## config.mk

```make
export PLATFORM = sky130hd
export DESIGN_NAME = lcsc_ctrl
export DESIGN_NICKNAME = d
export VERILOG_FILES = /design/src/logic/lcsc_chan_bank.v /design/src/logic/lcsc_out_stage.v /design/src/logic/lcsc_ctrl.v
export VERILOG_INCLUDE_DIRS = /design/src /design/src/common
export SDC_FILE = /design/constraint.sdc
export NUM_CORES = 1
export LEC_CHECK = 0
export ABC_AREA = 1
export BUFFER_PORTS_ARGS = -buffer_cell sky130_fd_sc_hd__buf_2
export CAP_MARGIN = 20
export CORE_MARGIN = 2
export CORE_UTILIZATION = 45
export CTS_BUF_LIST = sky130_fd_sc_hd__clkbuf_8
export DETAILED_ROUTE_END_ITERATION = 7
export GPL_TIMING_DRIVEN = 0
export PLACE_DENSITY = 0.68
export SETUP_SLACK_MARGIN = 0.02
export SLEW_MARGIN = 20
export SYNTH_ARGS = -nofsm -noshare
export SYNTH_HDL_FRONTEND = slang
export SYNTH_SLANG_ARGS = --single-unit
```

## constraint.sdc

```tcl
create_clock -name clk_i -period 3.6 [get_ports clk_i]
set_input_delay 0.72 -clock clk_i [delete_from_list [all_inputs] [get_ports clk_i]]
set_output_delay 0.72 -clock clk_i [all_outputs]
set_load 0.02 [all_outputs]
```

## src/common/lcsc_map.vh

```
// Register indices, field positions, reset values and scale codes for the LED current control block.
`ifndef LCSC_MAP_VH
`define LCSC_MAP_VH

// Register indices; the byte address on the bus is four times the index.
`define LCSC_IDX_SHUTDOWN 8'h00
`define LCSC_IDX_LED_FIRST 8'h2A
`define LCSC_IDX_LED_LAST 8'h45
`define LCSC_IDX_STATUS 8'h50

// Address slicing of the byte address into a word index.
`define LCSC_ADR_IDX_MSB 9
`define LCSC_ADR_IDX_LSB 2

// Shutdown register layout.
`define LCSC_SSD_BIT 0
`define LCSC_SHUTDOWN_RST 1'b0

// Per-channel control register layout.
`define LCSC_LED_ON_BIT 0
`define LCSC_SCALE_LSB 1
`define LCSC_SCALE_MSB 2
`define LCSC_LED_CTRL_W 3
`define LCSC_LED_CTRL_RST 3'h0

// Status register layout.
`define LCSC_STAT_SLEEP_BIT 0
`define LCSC_STAT_PIN_BIT 1
`define LCSC_STAT_SSD_BIT 2

// Current scale codes and their divisors of the peak sink current.
`define LCSC_SCALE_FULL 2'h0
`define LCSC_SCALE_HALF 2'h1
`define LCSC_SCALE_THIRD 2'h2
`define LCSC_SCALE_QUARTER 2'h3
`define LCSC_DIV_FULL 3'h1
`define LCSC_DIV_HALF 3'h2
`define LCSC_DIV_THIRD 3'h3
`define LCSC_DIV_QUARTER 3'h4

// Bus constants.
`define LCSC_DATA_ZERO 32'h0000_0000

`endif

```

## src/logic/lcsc_chan_bank.v

```verilog
// Per-channel control register bank with a registered read port.
`timescale 1ns/1ps
`default_nettype none
`include "lcsc_map.vh"

module lcsc_chan_bank #(
	parameter CHANS = 28,
	parameter IW = 5
) (
	input wire clk_i,
	input wire rst_i,
	input wire wr_en_i,
	input wire [IW-1:0] wr_chan_i,
	input wire [`LCSC_LED_CTRL_W-1:0] wr_data_i,
	input wire [IW-1:0] rd_chan_i,
	output reg [`LCSC_LED_CTRL_W-1:0] rd_data_o,
	output wire [`LCSC_LED_CTRL_W*CHANS-1:0] fields_o
);

reg [`LCSC_LED_CTRL_W*CHANS-1:0] fields;

////////////////////////////////////////////////////////////////////////////////
// Storage is flops, not RAM, because every channel field drives its sink at once.
always @(posedge clk_i)
begin
	if (rst_i)
	begin
		fields <= {CHANS{`LCSC_LED_CTRL_RST}};
		rd_data_o <= `LCSC_LED_CTRL_RST;
	end
	else
	begin
		if (wr_en_i)
		begin
			fields[wr_chan_i*`LCSC_LED_CTRL_W +: `LCSC_LED_CTRL_W] <= wr_data_i;
		end
		rd_data_o <= fields[rd_chan_i*`LCSC_LED_CTRL_W +: `LCSC_LED_CTRL_W];
	end
end

assign fields_o = fields;

endmodule // lcsc_chan_bank
`default_nettype wire

```

## src/logic/lcsc_out_stage.v

```verilog
// Output stage that gates channel enables by shutdown and decodes the current scale.
`timescale 1ns/1ps
`default_nettype none
`include "lcsc_map.vh"

module lcsc_out_stage #(
	parameter CHANS = 28
) (
	input wire clk_i,
	input wire rst_i,
	input wire [`LCSC_LED_CTRL_W*CHANS-1:0] fields_i,
	input wire sleep_i,
	output reg [CHANS-1:0] led_on_o,
	output reg [2*CHANS-1:0] scale_sel_o,
	output reg [3*CHANS-1:0] scale_div_o
);

integer ch;
reg [CHANS-1:0] next_led_on;
reg [2*CHANS-1:0] next_scale_sel;
reg [3*CHANS-1:0] next_scale_div;
reg [`LCSC_LED_CTRL_W-1:0] fld;

// Map a scale code to the divisor of the peak sink current.
function [2:0] scale_divisor;
	input [1:0] code;
	begin
		case (code)
			`LCSC_SCALE_FULL: scale_divisor = `LCSC_DIV_FULL;
			`LCSC_SCALE_HALF: scale_divisor = `LCSC_DIV_HALF;
			`LCSC_SCALE_THIRD: scale_divisor = `LCSC_DIV_THIRD;
			default: scale_divisor = `LCSC_DIV_QUARTER;
		endcase
	end
endfunction

////////////////////////////////////////////////////////////////////////////////
// Next output values; the scale stays visible in sleep so the analog side settles early.
always @*
begin
	fld = `LCSC_LED_CTRL_RST;
	next_led_on = {CHANS{1'b0}};
	next_scale_sel = {2*CHANS{1'b0}};
	next_scale_div = {3*CHANS{1'b0}};
	for (ch = 0; ch < CHANS; ch = ch + 1)
	begin
		fld = fields_i[ch*`LCSC_LED_CTRL_W +: `LCSC_LED_CTRL_W];
		next_led_on[ch] = fld[`LCSC_LED_ON_BIT] & ~sleep_i;
		next_scale_sel[ch*2 +: 2] = fld[`LCSC_SCALE_MSB:`LCSC_SCALE_LSB];
		next_scale_div[ch*3 +: 3] = scale_divisor(fld[`LCSC_SCALE_MSB:`LCSC_SCALE_LSB]);
	end
end

// Outputs leave on flops so the sink drivers see glitch-free levels.
always @(posedge clk_i)
begin
	if (rst_i)
	begin
		led_on_o <= {CHANS{1'b0}};
		scale_sel_o <= {2*CHANS{1'b0}};
		scale_div_o <= {CHANS{`LCSC_DIV_FULL}};
	end
	else
	begin
		led_on_o <= next_led_on;
		scale_sel_o <= next_scale_sel;
		scale_div_o <= next_scale_div;
	end
end

endmodule // lcsc_out_stage
`default_nettype wire

```

## src/logic/lcsc_ctrl.v

```verilog
// Top level: Wishbone register slave, shutdown control and per-channel current scaling.
`timescale 1ns/1ps
`default_nettype none
`include "lcsc_map.vh"

module lcsc_ctrl #(
	parameter CHANS = 28
) (
	input wire clk_i,
	input wire rst_i,
	input wire wb_cyc_i,
	input wire wb_stb_i,
	input wire wb_we_i,
	input wire [9:0] wb_adr_i,
	input wire [3:0] wb_sel_i,
	input wire [31:0] wb_dat_i,
	output reg [31:0] wb_dat_o,
	output reg wb_ack_o,
	input wire hw_sleep_pin_n_i,
	output wire [CHANS-1:0] led_sink_outputs_on_o,
	output wire [2*CHANS-1:0] current_scale_sel_o,
	output wire [3*CHANS-1:0] led_scale_div_o,
	output reg sleep_active_o
);

localparam IW = 5;

wire [7:0] idx;
wire req;
wire wr_fire;
wire [IW-1:0] chan;
wire [`LCSC_LED_CTRL_W-1:0] bank_rd;
wire [`LCSC_LED_CTRL_W*CHANS-1:0] fields;
wire sleep_now;
reg soft_sleep_bit;
reg phase;
reg [31:0] next_dat;

////////////////////////////////////////////////////////////////////////////////
// True when the index falls in the per-channel control window.
function is_led_idx;
	input [7:0] i;
	begin
		is_led_idx = (i >= `LCSC_IDX_LED_FIRST) && (i <= `LCSC_IDX_LED_LAST);
	end
endfunction

// Channel number of a control register index, cut to the bank index width.
function [IW-1:0] chan_of;
	input [7:0] i;
	reg [7:0] d;
	begin
		d = i - `LCSC_IDX_LED_FIRST;
		chan_of = d[IW-1:0];
	end
endfunction

assign idx = wb_adr_i[`LCSC_ADR_IDX_MSB:`LCSC_ADR_IDX_LSB];
assign req = wb_cyc_i & wb_stb_i;
// Writes land only at the edge where the master samples ack, and need lane 0.
assign wr_fire = req & wb_we_i & wb_ack_o & wb_sel_i[0];
assign chan = is_led_idx(idx) ? chan_of(idx) : {IW{1'b0}};

////////////////////////////////////////////////////////////////////////////////
// Two-stage answer: the bank read needs one cycle before data is muxed out.
always @(posedge clk_i)
begin
	if (rst_i)
	begin
		phase <= 1'b0;
		wb_ack_o <= 1'b0;
	end
	else
	begin
		phase <= req & ~phase & ~wb_ack_o;
		wb_ack_o <= phase & req;
	end
end

// Soft sleep register; shutdown itself never writes it or any other register.
always @(posedge clk_i)
begin
	if (rst_i)
	begin
		soft_sleep_bit <= `LCSC_SHUTDOWN_RST;
	end
	else if (wr_fire && idx == `LCSC_IDX_SHUTDOWN)
	begin
		soft_sleep_bit <= wb_dat_i[`LCSC_SSD_BIT];
	end
end

////////////////////////////////////////////////////////////////////////////////
// Channel control registers; unmapped writes are acknowledged and dropped.
// channel register bank.
lcsc_chan_bank #(
	.CHANS(CHANS),
	.IW(IW)
) u_bank (
	.clk_i(clk_i),
	.rst_i(rst_i),
	.wr_en_i(wr_fire & is_led_idx(idx)),
	.wr_chan_i(chan),
	.wr_data_i(wb_dat_i[`LCSC_LED_CTRL_W-1:0]),
	.rd_chan_i(chan),
	.rd_data_o(bank_rd),
	.fields_o(fields)
);

////////////////////////////////////////////////////////////////////////////////
// soft sleep at zero.
assign sleep_now = ~soft_sleep_bit | ~hw_sleep_pin_n_i;

// Read mux; unmapped indices and reserved bits read as zero.
always @*
begin
	next_dat = `LCSC_DATA_ZERO;
	if (idx == `LCSC_IDX_SHUTDOWN)
	begin
		next_dat[`LCSC_SSD_BIT] = soft_sleep_bit;
	end
	else if (is_led_idx(idx))
	begin
		next_dat[`LCSC_LED_CTRL_W-1:0] = bank_rd;
	end
	else if (idx == `LCSC_IDX_STATUS)
	begin
		next_dat[`LCSC_STAT_SLEEP_BIT] = sleep_now;
		next_dat[`LCSC_STAT_PIN_BIT] = hw_sleep_pin_n_i;
		next_dat[`LCSC_STAT_SSD_BIT] = soft_sleep_bit;
	end
end

// Read data and sleep status are registered so every top output leaves a flop.
always @(posedge clk_i)
begin
	if (rst_i)
	begin
		wb_dat_o <= `LCSC_DATA_ZERO;
		sleep_active_o <= 1'b1;
	end
	else
	begin
		wb_dat_o <= (phase & req & ~wb_we_i) ? next_dat : `LCSC_DATA_ZERO;
		sleep_active_o <= sleep_now;
	end
end

////////////////////////////////////////////////////////////////////////////////
// outputs forced off.
lcsc_out_stage #(
	.CHANS(CHANS)
) u_out (
	.clk_i(clk_i),
	.rst_i(rst_i),
	.fields_i(fields),
	.sleep_i(sleep_now),
	.led_on_o(led_sink_outputs_on_o),
	.scale_sel_o(current_scale_sel_o),
	.scale_div_o(led_scale_div_o)
);

endmodule // lcsc_ctrl
`default_nettype wire

```

# After elaboration in Yosys (flattened, before gate mapping)
# Index checks and enable logic that the tools add are counted.
[totals]
regBits = 291
in_bits = 52
[classes]
n_addsub = 2
n_mul = 1
n_lt_le_gt_ge = 2
eq_ne = 57
shift = 3
n_mux = 33
bitwise = 45
n_reduce_logical = 33
[ops]
columns = ["cell", "n"]
rows = [
  ["3-bit case mux with 3 select lines", 28],
  ["84-bit bitwise mux", 1],
  ["3-bit by 34-bit variable shift with 84-bit output, first input constant", 1],
  ["3-bit by 34-bit indexed part select with 84-bit output", 1],
  ["84-bit by 8-bit indexed part select with 3-bit output", 1],
  ["2-bit by 1-bit == test with 1-bit output, second input constant", 28],
  ["2-bit == test, second input constant", 28],
  ["2-bit logical NOT", 28],
  ["1-bit AND", 37],
  ["7-bit negator with 34-bit output", 1],
  ["8-bit by 7-bit == test with 1-bit output, second input constant", 1],
  ["8-bit by 6-bit greater-or-equal comparator with 1-bit output, second input constant", 1],
  ["8-bit by 7-bit <= comparator with 1-bit output, second input constant", 1],
  ["8-bit logical NOT", 1],
  ["5-bit by 2-bit multiplier with 7-bit output, second input constant", 1],
  ["1-bit inverter", 7],
  ["3-bit two-way mux", 2],
  ["5-bit two-way mux", 1],
  ["5-bit by 4-bit subtractor with 5-bit output, second input constant", 1],
  ["3-bit OR reduction", 1],
  ["1-bit logical AND", 2],
  ["2-bit OR reduction", 1],
  ["1-bit two-way mux", 1],
  ["1-bit bitwise OR", 1],
]

# Depth between registers and ports, before layout
# Gate-level depths: netlist (run 1).
[logic_depth]
depth_word = 7
mapped_depth = 21
ltp_nobuf = 18

# Modules after synthesis
# A second synthesis (run 1) with hierarchy kept.
[hier_totals]
cells_unflattened = 1507
area_unflattened_um2 = 11398.4
[modules_own_cells]
columns = ["module", "instances", "cells_each", "area_each_um2"]
rows = [
  ["lcsc_out_stage", 1, 585, 5934.4],
  ["lcsc_chan_bank", 1, 818, 4774.6],
  ["lcsc_ctrl", 1, 104, 689.4],
]

# Worst setup path before layout (run 1)
# No wires, ideal clock.
[synth_path]
kind = "input to register"
startpoint = "in wb_adr_i[4]"
endpoint = "reg u_bank.fields[14] (netlist: u_bank.fields_o[14])"
setup_time_ns = 0.111
arrival_ns = 2.806
t_required_ns = 3.489
slack_ns = 0.683
cell_stages = 18
cell_sequence = "nor2_1 nor2_1 nand2_1 nand2_2 buf_6 nand3_2 clkbuf_1 ha_1 inv_1 nand2_1 inv_1 nand2_1 nor2_1 nand2_1 nor2_1 nand2_1 nand3_1 inv_1"
[synth_via]
elab_chain_len = 7
[synth_rtl]
columns = ["element", "line_no", "source"]
rows = [
  ["start: declaration", "lcsc_ctrl.v:14", "input wire [9:0] wb_adr_i,"],
  ["8-bit by 6-bit greater-or-equal comparator with 1-bit output (no source line) or 8-bit by 7-bit <= comparator with 1-bit output (tied branches)", "--", ""],
  ["1-bit logical AND", "lcsc_ctrl.v:44", "is_led_idx = (i >= `LCSC_IDX_LED_FIRST) && (i <= `LCSC_IDX_LED_LAST);"],
  ["5-bit two-way mux", "lcsc_ctrl.v:62", "assign chan = is_led_idx(idx) ? chan_of(idx) : {IW{1'b0}};"],
  ["5-bit by 2-bit multiplier with 7-bit output (no source line)", "--", ""],
  ["7-bit negator with 34-bit output", "lcsc_chan_bank.v:35", "fields[wr_chan_i*`LCSC_LED_CTRL_W +: `LCSC_LED_CTRL_W] <= wr_data_i;"],
  ["3-bit by 34-bit indexed part select with 84-bit output or 3-bit by 34-bit variable shift with 84-bit output (tied branches)", "lcsc_chan_bank.v:35", ""],
  ["84-bit bitwise mux", "lcsc_chan_bank.v:35", ""],
  ["end signal: assignment", "lcsc_chan_bank.v:28", "fields <= {CHANS{`LCSC_LED_CTRL_RST}};"],
  ["end signal: indexed assignment", "lcsc_chan_bank.v:35", ""],
  ["end: declaration", "lcsc_chan_bank.v:20", "reg [`LCSC_LED_CTRL_W*CHANS-1:0] fields;"],
]
# Parallel ways exist; a longest one is shown, timed or not.
# A chain may end at the register's enable or synchronous reset.

# Worst setup path in the final report (run 1)
[layout_path]
startpoint = "in wb_adr_i[8]"
endpoint = "reg u_bank.fields[14] (netlist: u_bank.fields_o[14])"
[layout_via]
elab_chain_len = 7
[layout_rtl]
columns = ["element", "line_no"]
rows = [
  ["8-bit by 6-bit greater-or-equal comparator with 1-bit output (no source line) or 8-bit by 7-bit <= comparator with 1-bit output (tied branches)", "--"],
  ["1-bit logical AND (*)", "lcsc_ctrl.v:44"],
  ["5-bit two-way mux", "lcsc_ctrl.v:62"],
  ["5-bit by 2-bit multiplier with 7-bit output (no source line)", "--"],
  ["7-bit negator with 34-bit output", "lcsc_chan_bank.v:35"],
  ["3-bit by 34-bit indexed part select with 84-bit output or 3-bit by 34-bit variable shift with 84-bit output (tied branches)", "lcsc_chan_bank.v:35"],
  ["84-bit bitwise mux", "lcsc_chan_bank.v:35"],
]
# Every way passes the cells marked *; elsewhere a longest branch is shown, timed or not.

==> results.txt, run 1 <==
* Net switching component of the power: 0.001454 W
- Power share of the combinational group: 0.067
* Destination of the worst hold path: phase
- TritonCTS built the clock tree.
- Of the synthesized area, sequential elements account for 0.4741.
- Via count of the first global-routing pass: 9006
- Summing all placed instances gives a cell area of 12510 µm².
- Commonest cells after routing, fill and taps aside: 262 x sky130_fd_sc_hd__dfxtp_1, 254 x sky130_fd_sc_hd__nor2_1, 247 x sky130_fd_sc_hd__nand2_1
* I/O pin count: 254
- Measured along the y axis, the die boundary spans 160.8 µm.
- For this run, the detailed router's first-pass iteration total came to 5.
* R2R Setup Slk: 1.68 ns
- Starting Density: 0.4562
- Synthesis instantiated 37 different standard cells from the library.
* Max-slew violation total from the final report: 0
- Post-route insts no fill: 2002
- After the first detailed-routing iteration, the DRC count stood at 777.
- Wire length of the first global-routing pass: 49610 µm
* Std-Cell Core Area: 24250 µm²
- Across the run, the number of max-cap violations was 0.
* Vias per Instance: 4.874
* Critical path endpoint category: flop
- The final hold violation count was 0.
- Total via count after detailed routing: 9758
* Core occupancy in the finished layout: 0.5530
- Insertion delay to the later sink of the worst-skew pair: 0.54 ns
- End of the worst register-to-register path: u_out.led_on_o[8]
- Overall global routing resource usage: 0.2474
* Worst-Margin Slew: 0.8943 ns
- The startpoint identified for the worst hold timing path is phase.
* Maximum clock frequency: 308.4 MHz
* Count of filler cells inserted in the layout: 2309
- After the last flow step, the layout net total stands at 1787.
* Worst relative slew slack: 0.4038
- Dividing the detail-routed wire length by the instance count gives 16.27 µm.
- The smallest clock period supported by the final layout is computed as 3.243 ns.
* Cell area power density: 445.5 nW/µm²
* Clock-pin slew on the worst setup and hold paths: 0.06 ns
- Post-CTS repair changed the size of 0 cells.
* Number of cell rows: 57
- VDD sags by at most 0.2262 mV.
- Max FO, Critical Path: 10
* Clk root buf: sky130_fd_sc_hd__clkbuf_8
- The H-tree was split into 2 levels.
* Initial antenna violation count: 0
- Buffers added to address setup during post-CTS repair amount to 0.
- Compared with the post-synthesis result, the final layout area differs by 21.21%.
* Post-synth ARST share: 0
* Final HPWL DP: 24660 µm
- For this run, the number of Yosys warnings is 0.
* Summed negative setup slack over all endpoints: 0 ns
* Reg-to-reg critical path startpoint: soft_sleep_bit
* DRT Wirelength: 32570 µm
- The clock arrives with 0.01468 ns of skew.
- The most used flip-flop cell after synthesis is sky130_fd_sc_hd__dfxtp_1.
- For this run, design rule violations remaining after detail routing come to 0.
- #FFs+latches synth: 262
- Setup repair after global routing left no endpoint under its margin.
- Port buffering added 188 buffers.
- At the worst endpoint, the arrival time is 3.67 ns.
- After routing the design area is 13410 µm².
* Post-CTS Hold Fix Bufs: 0
- Net switching share of the total power: 0.2434
- Global placement routability congestion: 0.9510
* Worst setup path class: in -> reg
* Post-synthesis instance total: 1389
- In this run the remaining antenna-violating nets after routing total 0.
- The die covers 25860 µm².
* Cell count after placement: 1929
- WP data required: 4.03 ns
* Portion of total power attributed to sequential cells: 0.486
- P_int: 0.004520 W
- Share of post-route cells with drive strength above 1: 0.2056
- Summed over all cells, the static leakage comes to 6.498 nW.
- Startpoint types: primary input
- The worst register-to-register path has a depth of 5.
- Of the available clock period, the critical path in the final layout requires 0.9007.
* Part of the total power dissipated in the clock network: 0.447
* Run status: complete, no violations
* Number of flops mapped to enable cells by yosys: 0
- Clock Path Buffers: 3
- Horiz. Die Dim: 160.8 µm
- Counting instances, the worst hold path has a depth of 1.
- Combined area of all synthesized cells: 11060 µm²
- Count of antenna diodes in the layout: 0
- Clock sink count: 262
- The number of clock buffers added by TritonCTS is 43.
- In this run the mean area of a mapped cell was 7.965 µm².
- Pin count of the biggest net entering global routing: 11
* Class of the tightest hold or removal check: reg -> reg
- Leaving out fill and tap cells, the most frequent cell in the layout is sky130_fd_sc_hd__dfxtp_1.
* Overflow left after global routing: 0
- Setup violations remaining at the end of the flow were counted as 0.
metal layers:
metal  GRT usage  wire length, µm  up-vias  share of wire
met2      0.4011            14650      397           0.45
met4     0.08766              980        0          0.030
met1      0.3348            14640     4501           0.45
met5           0                0        -              0
met3     0.04081             2298       57          0.071
li1            -                -     4803              -
critical path, stage by stage:
cell	delay (ns)
sky130_fd_sc_hd__buf_2	0.10
sky130_fd_sc_hd__inv_1	0.06
sky130_fd_sc_hd__nand2_1	0.09
sky130_fd_sc_hd__nor2_1	0.10
sky130_fd_sc_hd__nand2_1	0.07
sky130_fd_sc_hd__nand2_2	0.12
sky130_fd_sc_hd__buf_6	0.19
sky130_fd_sc_hd__nand3_4	0.12
sky130_fd_sc_hd__buf_6	0.20
sky130_fd_sc_hd__buf_6	0.16
sky130_fd_sc_hd__ha_1	0.34
sky130_fd_sc_hd__inv_1	0.18
sky130_fd_sc_hd__nand2_1	0.08
sky130_fd_sc_hd__inv_1	0.11
sky130_fd_sc_hd__nand2_1	0.06
sky130_fd_sc_hd__nor2_1	0.34
sky130_fd_sc_hd__nand2_1	0.11
sky130_fd_sc_hd__nor2_1	0.29
sky130_fd_sc_hd__nand2_1	0.09
sky130_fd_sc_hd__nand3_1	0.08
sky130_fd_sc_hd__inv_1	0.04
synthesized netlist by cell type, types with 2 or more instances:
cell | n | area [µm²]
sky130_fd_sc_hd__buf_6 | 5 | 56.30
sky130_fd_sc_hd__nor2_4 | 7 | 78.83
sky130_fd_sc_hd__inv_1 | 146 | 548.0
sky130_fd_sc_hd__nand3_4 | 4 | 70.07
sky130_fd_sc_hd__nand2_2 | 7 | 43.79
sky130_fd_sc_hd__o211ai_1 | 3 | 22.52
sky130_fd_sc_hd__nor2_2 | 6 | 37.54
sky130_fd_sc_hd__buf_1 | 4 | 15.01
sky130_fd_sc_hd__nor3_1 | 3 | 15.01
sky130_fd_sc_hd__ha_1 | 86 | 1076
sky130_fd_sc_hd__nand3_2 | 5 | 50.05
sky130_fd_sc_hd__nand3_1 | 104 | 520.5
sky130_fd_sc_hd__nand4_1 | 16 | 100.1
sky130_fd_sc_hd__nor2_1 | 254 | 953.4
sky130_fd_sc_hd__a211oi_1 | 3 | 22.52
sky130_fd_sc_hd__a21oi_1 | 47 | 235.2
sky130_fd_sc_hd__inv_2 | 13 | 48.80
sky130_fd_sc_hd__nand2_4 | 4 | 45.04
sky130_fd_sc_hd__dfxtp_1 | 262 | 5245
sky130_fd_sc_hd__clkbuf_1 | 35 | 131.4
sky130_fd_sc_hd__o21ai_0 | 40 | 200.2
sky130_fd_sc_hd__clkinv_1 | 4 | 15.01
sky130_fd_sc_hd__nor4_1 | 2 | 12.51
sky130_fd_sc_hd__nor3b_1 | 19 | 142.6
sky130_fd_sc_hd__buf_2 | 7 | 35.03
sky130_fd_sc_hd__nand2_1 | 247 | 927.1
sky130_fd_sc_hd__buf_4 | 32 | 240.2
sky130_fd_sc_hd__o21ai_1 | 15 | 75.07
area by class of cell:
type / instances / area [µm²] / area share
clock inverters: 22 / 175.2 / 0.01306
flip-flops and latches: 262 / 5245 / 0.3912
multi-input cells: 909 / 4841 / 0.3610
plain buffers: 82 / 474.2 / 0.03536
clock buffers: 52 / 715.7 / 0.05337
inverters: 163 / 611.8 / 0.04563
repair buffers: 188 / 940.9 / 0.07017
well taps: 324 / 405.4 / 0.03023
how the worst max path moves through the flow:
stage	from	end	slack (ns)	depth (start not counted)
floorplan	wb_adr_i[4]	u_bank.fields_o[14]	0.68	18
global placement	wb_adr_i[4]	u_bank.fields_o[14]	-0.45	19
detailed placement	wb_adr_i[4]	u_bank.fields_o[14]	-0.45	19
CTS	wb_adr_i[4]	u_bank.fields_o[14]	0.1	19
global route	wb_adr_i[9]	u_bank.fields_o[14]	0.11	21
finish	wb_adr_i[8]	u_bank.fields_o[14]	0.36	21
power by group through the flow:
stage | Clock [W] | Combinational [W] | Sequential [W]
global placement | 0 | 0.000389 | 0.00297
global route | 0.00285 | 0.000427 | 0.00290
finish | 0.00267 | 0.000398 | 0.00290
detailed placement | 0 | 0.000388 | 0.00297
CTS | 0.00272 | 0.000390 | 0.00290
floorplan | 0 | 0.000266 | 0.00297
sequential cells by signal, summed over array words and instances, names as in the netlist:
name and flops:
wb_dat_o 3, u_out.led_on_o 28, u_out.scale_sel_o 56, u_bank.fields_o 84
u_bank.rd_data_o 3, sleep_active_o 1, soft_sleep_bit 1, u_out.scale_div_o 84
phase 1, wb_ack_o 1
cell families (layout without fill, tap and decap cells):
group,after synthesis,after routing,synth area share
AND/OR/NAND/NOR,681,681,0.2747
buffers and inverters,246,507,0.09851
other,1,29,0.0003390
flip-flops,262,262,0.4741
AO/OA/AOI/OAI,112,112,0.05429
XOR/XNOR,1,1,0.0007918
adder cells (fa/ha/maj),86,86,0.09726
per-stage QoR:
stage | hold WS, ns | worst slack, ns | total power [W]
floorplan | 0.3989 | 0.6832 | 0.003234
global placement | 0.4072 | -0.4452 | 0.003356
detailed placement | 0.4226 | -0.4524 | 0.003356
CTS | 0.4315 | 0.09906 | 0.006014
global route | 0.4444 | 0.1074 | 0.006182
finish | 0.4334 | 0.3573 | 0.005974
Note: power is estimated with default switching activity, not from simulation.
==> run 2, diff against run 1 <==
--- a/config.mk
+++ b/config.mk
@@ -9,12 +9,11 @@
 export ABC_AREA = 1
 export BUFFER_PORTS_ARGS = -buffer_cell sky130_fd_sc_hd__buf_2
 export CAP_MARGIN = 20
-export CORE_MARGIN = 2
 export CORE_UTILIZATION = 45
 export CTS_BUF_LIST = sky130_fd_sc_hd__clkbuf_8
 export DETAILED_ROUTE_END_ITERATION = 7
 export GPL_TIMING_DRIVEN = 0
-export PLACE_DENSITY = 0.68
+export PLACE_DENSITY = 0.71
 export SETUP_SLACK_MARGIN = 0.02
 export SLEW_MARGIN = 20
 export SYNTH_ARGS = -nofsm -noshare
==> run 2 against run 1 <==
Critical path depth unchanged. Flip-flop and latch count unchanged. Non-clock buffer count unchanged. Critical path type unchanged.
==> results.txt, run 2 (synthesis results as in run 1) <==
- Among the stages of the critical path, the cell type that occurs most often is sky130_fd_sc_hd__nand2_1.
- The actual transition at the worst max-transition pin came to 0.8944 ns (+0.00005567 ns).
- LEAKAGE: 6.517 nW (+0.30%)
- In this run the worst hold path is classified as reg -> reg.
* Vias per Instance: 4.865 (-0.19%)
- The top cell types in the final layout, fill and taps aside, are 262 x sky130_fd_sc_hd__dfxtp_1, 254 x sky130_fd_sc_hd__nor2_1, 247 x sky130_fd_sc_hd__nand2_1.
* Number of buffers inserted to repair setup after CTS: 0 (unchanged)
- RSZ-0062 raised after global routing: false
* Initial antenna violation count: 0 (unchanged)
* Clock Path Buffers: 3 (unchanged)
- The signal on the critical path passes through buf_2, inv_1, nand2_1, nor2_1, nand2_1, nand2_2, buf_6, nand3_4, buf_6, buf_6, ha_1, inv_1, nand2_1, inv_1, nand2_1, nor2_1, nand2_1, nor2_1, nand2_1, nand3_1, inv_1.
- Post-route insts no fill: 2006 (+0.20%)
- Post-layout instance area: 13450 µm² (+0.33%)
* Total via count after detailed routing: 9759 (+0.010%)
* Share of post-route cells with drive strength above 1: 0.2087 (+0.003078)
- Overflow left after global routing: 0 (unchanged)
- The final-stage net count was 1787 (unchanged).
* Clock sink count: 262 (unchanged)
* DRC: 0 (unchanged)
- H-tree depth: 2 (unchanged)
- Critical path endpoint category: flop
* Starting Density: 0.4562 (unchanged)
- The first-pass GRT wire length came to 49890 µm (+0.57%).
- The area of the die is 25220 µm² (-2.5%).
- Insertion delay to the later sink of the worst-skew pair: 0.54 ns (about the same)
* Count of antenna diodes in the layout: 0 (unchanged)
* Port bufs: 188 (unchanged)
- Routed wire per std cell: 16.15 µm (-0.72%)
- The number of buffers inserted by hold repair at cts was 0 (unchanged).
* Post-route clock period utilization: 0.8959 (-0.004813)
* Area taken by multi-input logic gates: 4841 µm² (unchanged)
- The fmax is 310.0 MHz (+0.54%).
* Core occupancy in the finished layout: 0.5548 (+0.001806)
- Max-slew violation total from the final report: 0 (unchanged)
- Worst relative slew slack: 0.4037 (about the same)
* Setup-failing EPs final: 0 (unchanged)
- Pin count of the biggest net entering global routing: 11 (unchanged)
* Cell area power density: 450.8 nW/µm² (+1.2%)
- The run finished with clean final reports.
- The area used by sequential logic in the layout came to 5245 µm² (unchanged).
* Overall global routing resource usage: 0.2553 (+0.007936)
- Clock-pin slew on the worst setup and hold paths: 0.07 ns (about the same)
* Clock skew after layout: 0.01037 ns (-0.004318 ns)
* Area of placed instances: 12510 µm² (unchanged)
- Maximum VDD drop: 0.2175 mV (-3.9%)
- The arrival time reported for the critical path endpoint is 3.66 ns (about the same).
- The core region area was 24250 µm² (unchanged).
- I/O pin count: 254 (unchanged)
* Die Y: 158.8 µm (-1.2%)
* Highest cell delay on the worst timing path: 0.34 ns (about the same)
- Area growth syn-to-layout: 21.60%
- STA classifies the critical path startpoint as a primary input.
- Detailed-routing iteration count for the pre-antenna-repair pass: 7 (+2)
* Cell type of the slowest stage on the worst timing path: sky130_fd_sc_hd__ha_1
* Post_cts resized: 0 (unchanged)
* Hold violation count in the final report: 0 (unchanged)
- The count of routing violations after the opening detailed-route iteration came to 644 (-17%).
- The number of nets still failing antenna checks after routing came to 0 (unchanged).
- Clk root buf: sky130_fd_sc_hd__clkbuf_8
- Number of cell rows: 57 (unchanged)
- The via count of the first global-routing pass came to 9167 (+1.8%).
- Clock period minus final worst setup slack: 3.225 ns (-0.01733 ns)
* Final HPWL DP: 24360 µm (-1.2%)
- R2R Setup Slk: 1.73 ns (+0.05 ns)
- DRT Wirelength: 32410 µm (-0.52%)
- The die width is 158.8 µm (-1.2%).
- The weighted congestion at the end of routability-driven global placement is 0.9499 (-0.12%).
- The total CTS buffers came to 43 (unchanged).
- The endpoint required time on the critical path is 4.04 ns (about the same).
- The number of violations of the max-capacitance limit came to 0 (unchanged).
- TritonCTS clock tree: built
* Most frequent standard cell in the layout excluding fill and tap cells: sky130_fd_sc_hd__dfxtp_1
- The critical path in this run is classified as in -> reg.
- Count of filler cells inserted in the layout: 2266 (-1.9%)
- Cell count after placement: 1929 (unchanged)
* Max FO, Critical Path: 10 (unchanged)
==> run 2: changes by cell type in the layout (fill, tap and decap cells not counted) <==
| cell | before | now |
|---|---|---|
| sky130_fd_sc_hd__inv_1 | 158 | 156 |
| sky130_fd_sc_hd__clkinv_4 | 0 | 1 |
| sky130_fd_sc_hd__clkinv_2 | 5 | 8 |
| sky130_fd_sc_hd__clkbuf_8 | 52 | 54 |
==> run 2: where the power goes <==
group	internal [W]	switching, W
clock	0.00158	0.00119
combinational	0.0000967	0.000302
sequential	0.00290	0.00000108
total	0.00458	0.00149
==> run 2: critical path: cells and delay by family <==
family                     cells  cell delay (ns)
buffers and inverters          8             1.09
and+or+nand+nor               12             1.50
adders and majority gates      1             0.34
==> run 2: final timing paths <==
path,startpoint,end,cells after the start
hold reg to reg,phase,phase,1
setup reg to reg,soft_sleep_bit,u_out.led_on_o[17],5
hold / removal,phase,phase,1
setup / recovery,wb_adr_i[9],u_bank.fields_o[14],21
==> run 2: layout make-up <==
class                      instances  share of cell area
inverter                         163             0.04548
timing repair buffer             188             0.06994
sequential                       262              0.3899
tap                              324             0.03013
clock inverter                    24             0.01423
buffer                            82             0.03525
clock buffer                      54             0.05525
multi-input combinational        909              0.3598
==> run 2: stage by stage <==
stage          hold WS, ns  TNS [ns]  total power [W]  worst slack (ns)
2_1_floorplan       0.3989         0         0.003234            0.6832
3_3_place_gp        0.4067    -11.89         0.003355           -0.4212
3_5_place_dp        0.4264    -14.49         0.003355           -0.4452
4_1_cts             0.4269         0         0.006098            0.1255
5_1_grt             0.4403         0         0.006293            0.1532
6_report            0.4352         0         0.006064            0.3746
==> run 2: routing by layer <==
metal	track usage	share of wire	vias up
li1	-	-	4805
met3	0.04859	0.070	68
met1	0.3386	0.45	4504
met2	0.4105	0.45	382
met4	0.09532	0.030	0
met5	0	0	-
==> run 3, diff against run 2 <==
==> constraint.sdc (replaced) <==
create_clock -name clk_i -period 3.08 [get_ports clk_i]
set_input_delay 0.616 -clock clk_i [delete_from_list [all_inputs] [get_ports clk_i]]
set_output_delay 0.616 -clock clk_i [all_outputs]
set_load 0.02 [all_outputs]
==> run 3 against run 2 <==
Utilization rose by 0.28 points. Largest cell class unchanged. Wire length is essentially flat. Power grew 17%. Worst hold slack lost 0.091 ns. Sequential share of layout area shrank 0.19 points. Register-to-register slack got worse by 0.51 ns. Critical path depth down 3. Via count up 0.12%.
==> results.txt, run 3 (synthesis results as in run 1) <==
* Clock Path Buffers: 3 (unchanged)
- Maximum clock frequency: 340.8 MHz
- The standard-cell row count was 57 (unchanged).
- Worst-case reg-to-reg path depth: 5 (unchanged)
* Summed negative setup slack over all endpoints: 0 ns (unchanged)
- Worst setup path class: in -> reg
- The number of buffers inserted by hold repair at cts is 0 (unchanged).
- Area growth syn-to-layout: 22.21%
- The total vias in the final route was 9771 (+0.12%).
- Overflow left after global routing: 0 (unchanged)
- Vias per Instance: 4.864 (about the same)
- The quantity of I/O buffers inserted on ports was 188 (unchanged).
* Global placement routability congestion: 0.9499 (unchanged)
* Area taken by multi-input logic gates: 4871 µm² (+0.62%)
- Final HPWL DP: 24360 µm (unchanged)
* Share of post-route cells with drive strength above 1: 0.2142 (+0.005563)
* Worst hold stages: 3 (+2)
- Wire length of the first global-routing pass: 49860 µm (about the same)
- ANT nets after route: 0 (unchanged)
- TritonCTS built the clock tree.
- The top cell types in the final layout, fill and taps aside, are 262 x sky130_fd_sc_hd__dfxtp_1, 250 x sky130_fd_sc_hd__nor2_1, 247 x sky130_fd_sc_hd__nand2_1.
* Routed wire per std cell: 16.14 µm (-0.11%)
- Initial antenna violation count: 0 (unchanged)
- The number of sinks on the clock net came to 262 (unchanged).
* Clock period minus final worst setup slack: 2.934 ns
* RSZ-0062 raised after global routing: true
- Insertion delay to the later sink of the worst-skew pair: 0.54 ns (about the same)
- Detailed-routing iteration count for the pre-antenna-repair pass: 5 (-2)
- The final-stage net count is 1790 (+0.17%).
- The overall track demand over capacity in global routing was 0.2551 (about the same).
- Run status: complete, no violations
- The min-delay analysis places its worst path in the category in -> reg.
- Clk root buf: sky130_fd_sc_hd__clkbuf_8
* H-tree depth: 2 (unchanged)
- DRT Wirelength: 32420 µm (about the same)
- Pin count of the biggest net entering global routing: 18 (+7)
- Reg-to-reg critical path startpoint: soft_sleep_bit
- Starting Density: 0.4562 (unchanged)
- The final hold violation count was 0 (unchanged).
* Hold Path Origin: hw_sleep_pin_n_i
* Max-slew violation total from the final report: 0 (unchanged)
- The die width was 158.8 µm (unchanged).
- Cell count after placement: 1929 (unchanged)
- Clock-pin slew on the worst setup and hold paths: 0.06 ns (about the same)
* Die ar.: 25220 µm² (unchanged)
* Worst-Margin Slew: 0.9235 ns (+0.02914 ns)
- Reported max-cap violation count: 0 (unchanged)
* Via count of the first global-routing pass: 9160 (-0.076%)
- Std-Cell Core Area: 24250 µm² (unchanged)
- Setup-failing EPs final: 0 (unchanged)
- Arrival time of the worst setup path: 3.40 ns (-0.26 ns)
* Startpoint types: primary input
- The number of diodes is 0 (unchanged).
- LEAKAGE: 6.536 nW (+0.28%)
- The endpoint required time on the critical path is 3.55 ns (-0.49 ns).
* Post-route clock period utilization: 0.9526
- The total CTS buffers came to 43 (unchanged).
* Worst relative slew slack: 0.3843 (-0.01943)
* Sequential cell area: 5245 µm² (unchanged)
* Post-route insts no fill: 2009 (+0.15%)
- The number of filler instances in the final layout is 2258 (-0.35%).
* Maximum VDD drop: 0.2542 mV (+17%)
* Most frequent standard cell in the layout excluding fill and tap cells: sky130_fd_sc_hd__dfxtp_1
- The critical path starts at wb_adr_i[9].
* Number of violations reported at the end of detailed-routing iteration 0: 651 (+1.1%)
- Die Y: 158.8 µm (unchanged)
- STA classifies the critical path endpoint as a flop.
- Clock skew after layout: 0.01266 ns (+0.002292 ns)
- I/O pin count: 254 (unchanged)
- Cell area power density: 524.6 nW/µm² (+16%)
- Worst Setup Slack, final: 0.1461 ns (-0.2285 ns)
- The critical-path maximum fanout is 10 (unchanged).
- Worst setup slack after placement: -0.8612 ns (-0.4160 ns)
- DRC: 0 (unchanged)
## run 3: cell count changes in the layout (fill, tap and decap cells not counted), moves of 2 or more
cell                      delta
sky130_fd_sc_hd__nor2_4      +2
sky130_fd_sc_hd__nand3_2     +2
sky130_fd_sc_hd__nor2_1      -4
sky130_fd_sc_hd__nand3_1     -2
sky130_fd_sc_hd__nor2_2      +2
sky130_fd_sc_hd__buf_4       +3
## run 3: layer usage
metal,GRT usage,vias to the layer above,wire length (µm)
li1,-,4801,-
met1,0.3401,4497,14400
met2,0.4107,404,14720
met5,0,-,0
met3,0.04807,69,2313
met4,0.09003,0,984
## run 3: repair_timing
item                                    in CTS  in global routing
gates resized for setup                      1                 11
pin swaps                                    0                  4
hold endpoints to repair                     0                  0
endpoints found under the setup margin      54                 24
setup buffers                                0                  3
## run 3: critical path, cell delays in order
cell and delay, ns:
sky130_fd_sc_hd__buf_2 0.11, sky130_fd_sc_hd__inv_1 0.07, sky130_fd_sc_hd__nand2_1 0.08, sky130_fd_sc_hd__nor2_1 0.09, sky130_fd_sc_hd__nand2_1 0.07, sky130_fd_sc_hd__nand2_2 0.11
sky130_fd_sc_hd__buf_6 0.19, sky130_fd_sc_hd__nand3_4 0.12, sky130_fd_sc_hd__buf_6 0.19, sky130_fd_sc_hd__buf_6 0.16, sky130_fd_sc_hd__ha_1 0.24, sky130_fd_sc_hd__inv_1 0.08
sky130_fd_sc_hd__nand4_2 0.13, sky130_fd_sc_hd__nand2_4 0.17, sky130_fd_sc_hd__nand4_1 0.28, sky130_fd_sc_hd__nor2_1 0.43, sky130_fd_sc_hd__nand2_1 0.10, sky130_fd_sc_hd__a21oi_1 0.15
## run 3: power by group
group	switching (W)	internal, W	total [W]
clock network	0.00138	0.00184	0.00323
registers	0.00000127	0.00339	0.00339
logic	0.000357	0.000116	0.000473
## run 3: worst paths after layout
kind,end,slack (ns)
max,u_bank.fields_o[23],0.15
min,wb_dat_o[1],0.34
max reg2reg,u_out.led_on_o[5],1.22
min reg2reg,phase,0.43
## run 3: area by class of cell
class / instances / share of cell area
inverter: 163 / 0.04525
multi-input combinational: 909 / 0.3603
buffer: 82 / 0.03526
tap: 324 / 0.02998
clock inverter: 24 / 0.01416
clock buffer: 54 / 0.05497
timing repair buffer: 191 / 0.07218
sequential: 262 / 0.3879
## run 3: metrics by stage
stage	power [W]	utilization	hold slack (ns)	instance area [µm²]
after floorplan	0.003780	-	0.3989	11170
after global placement	0.003921	0.5161	0.4067	12510
final	0.007093	0.5576	0.3443	13520
after CTS	0.007128	0.5548	0.3229	13450
after global routing	0.007365	0.5576	0.3497	13520
after detailed placement	0.003922	0.5161	0.4264	12510
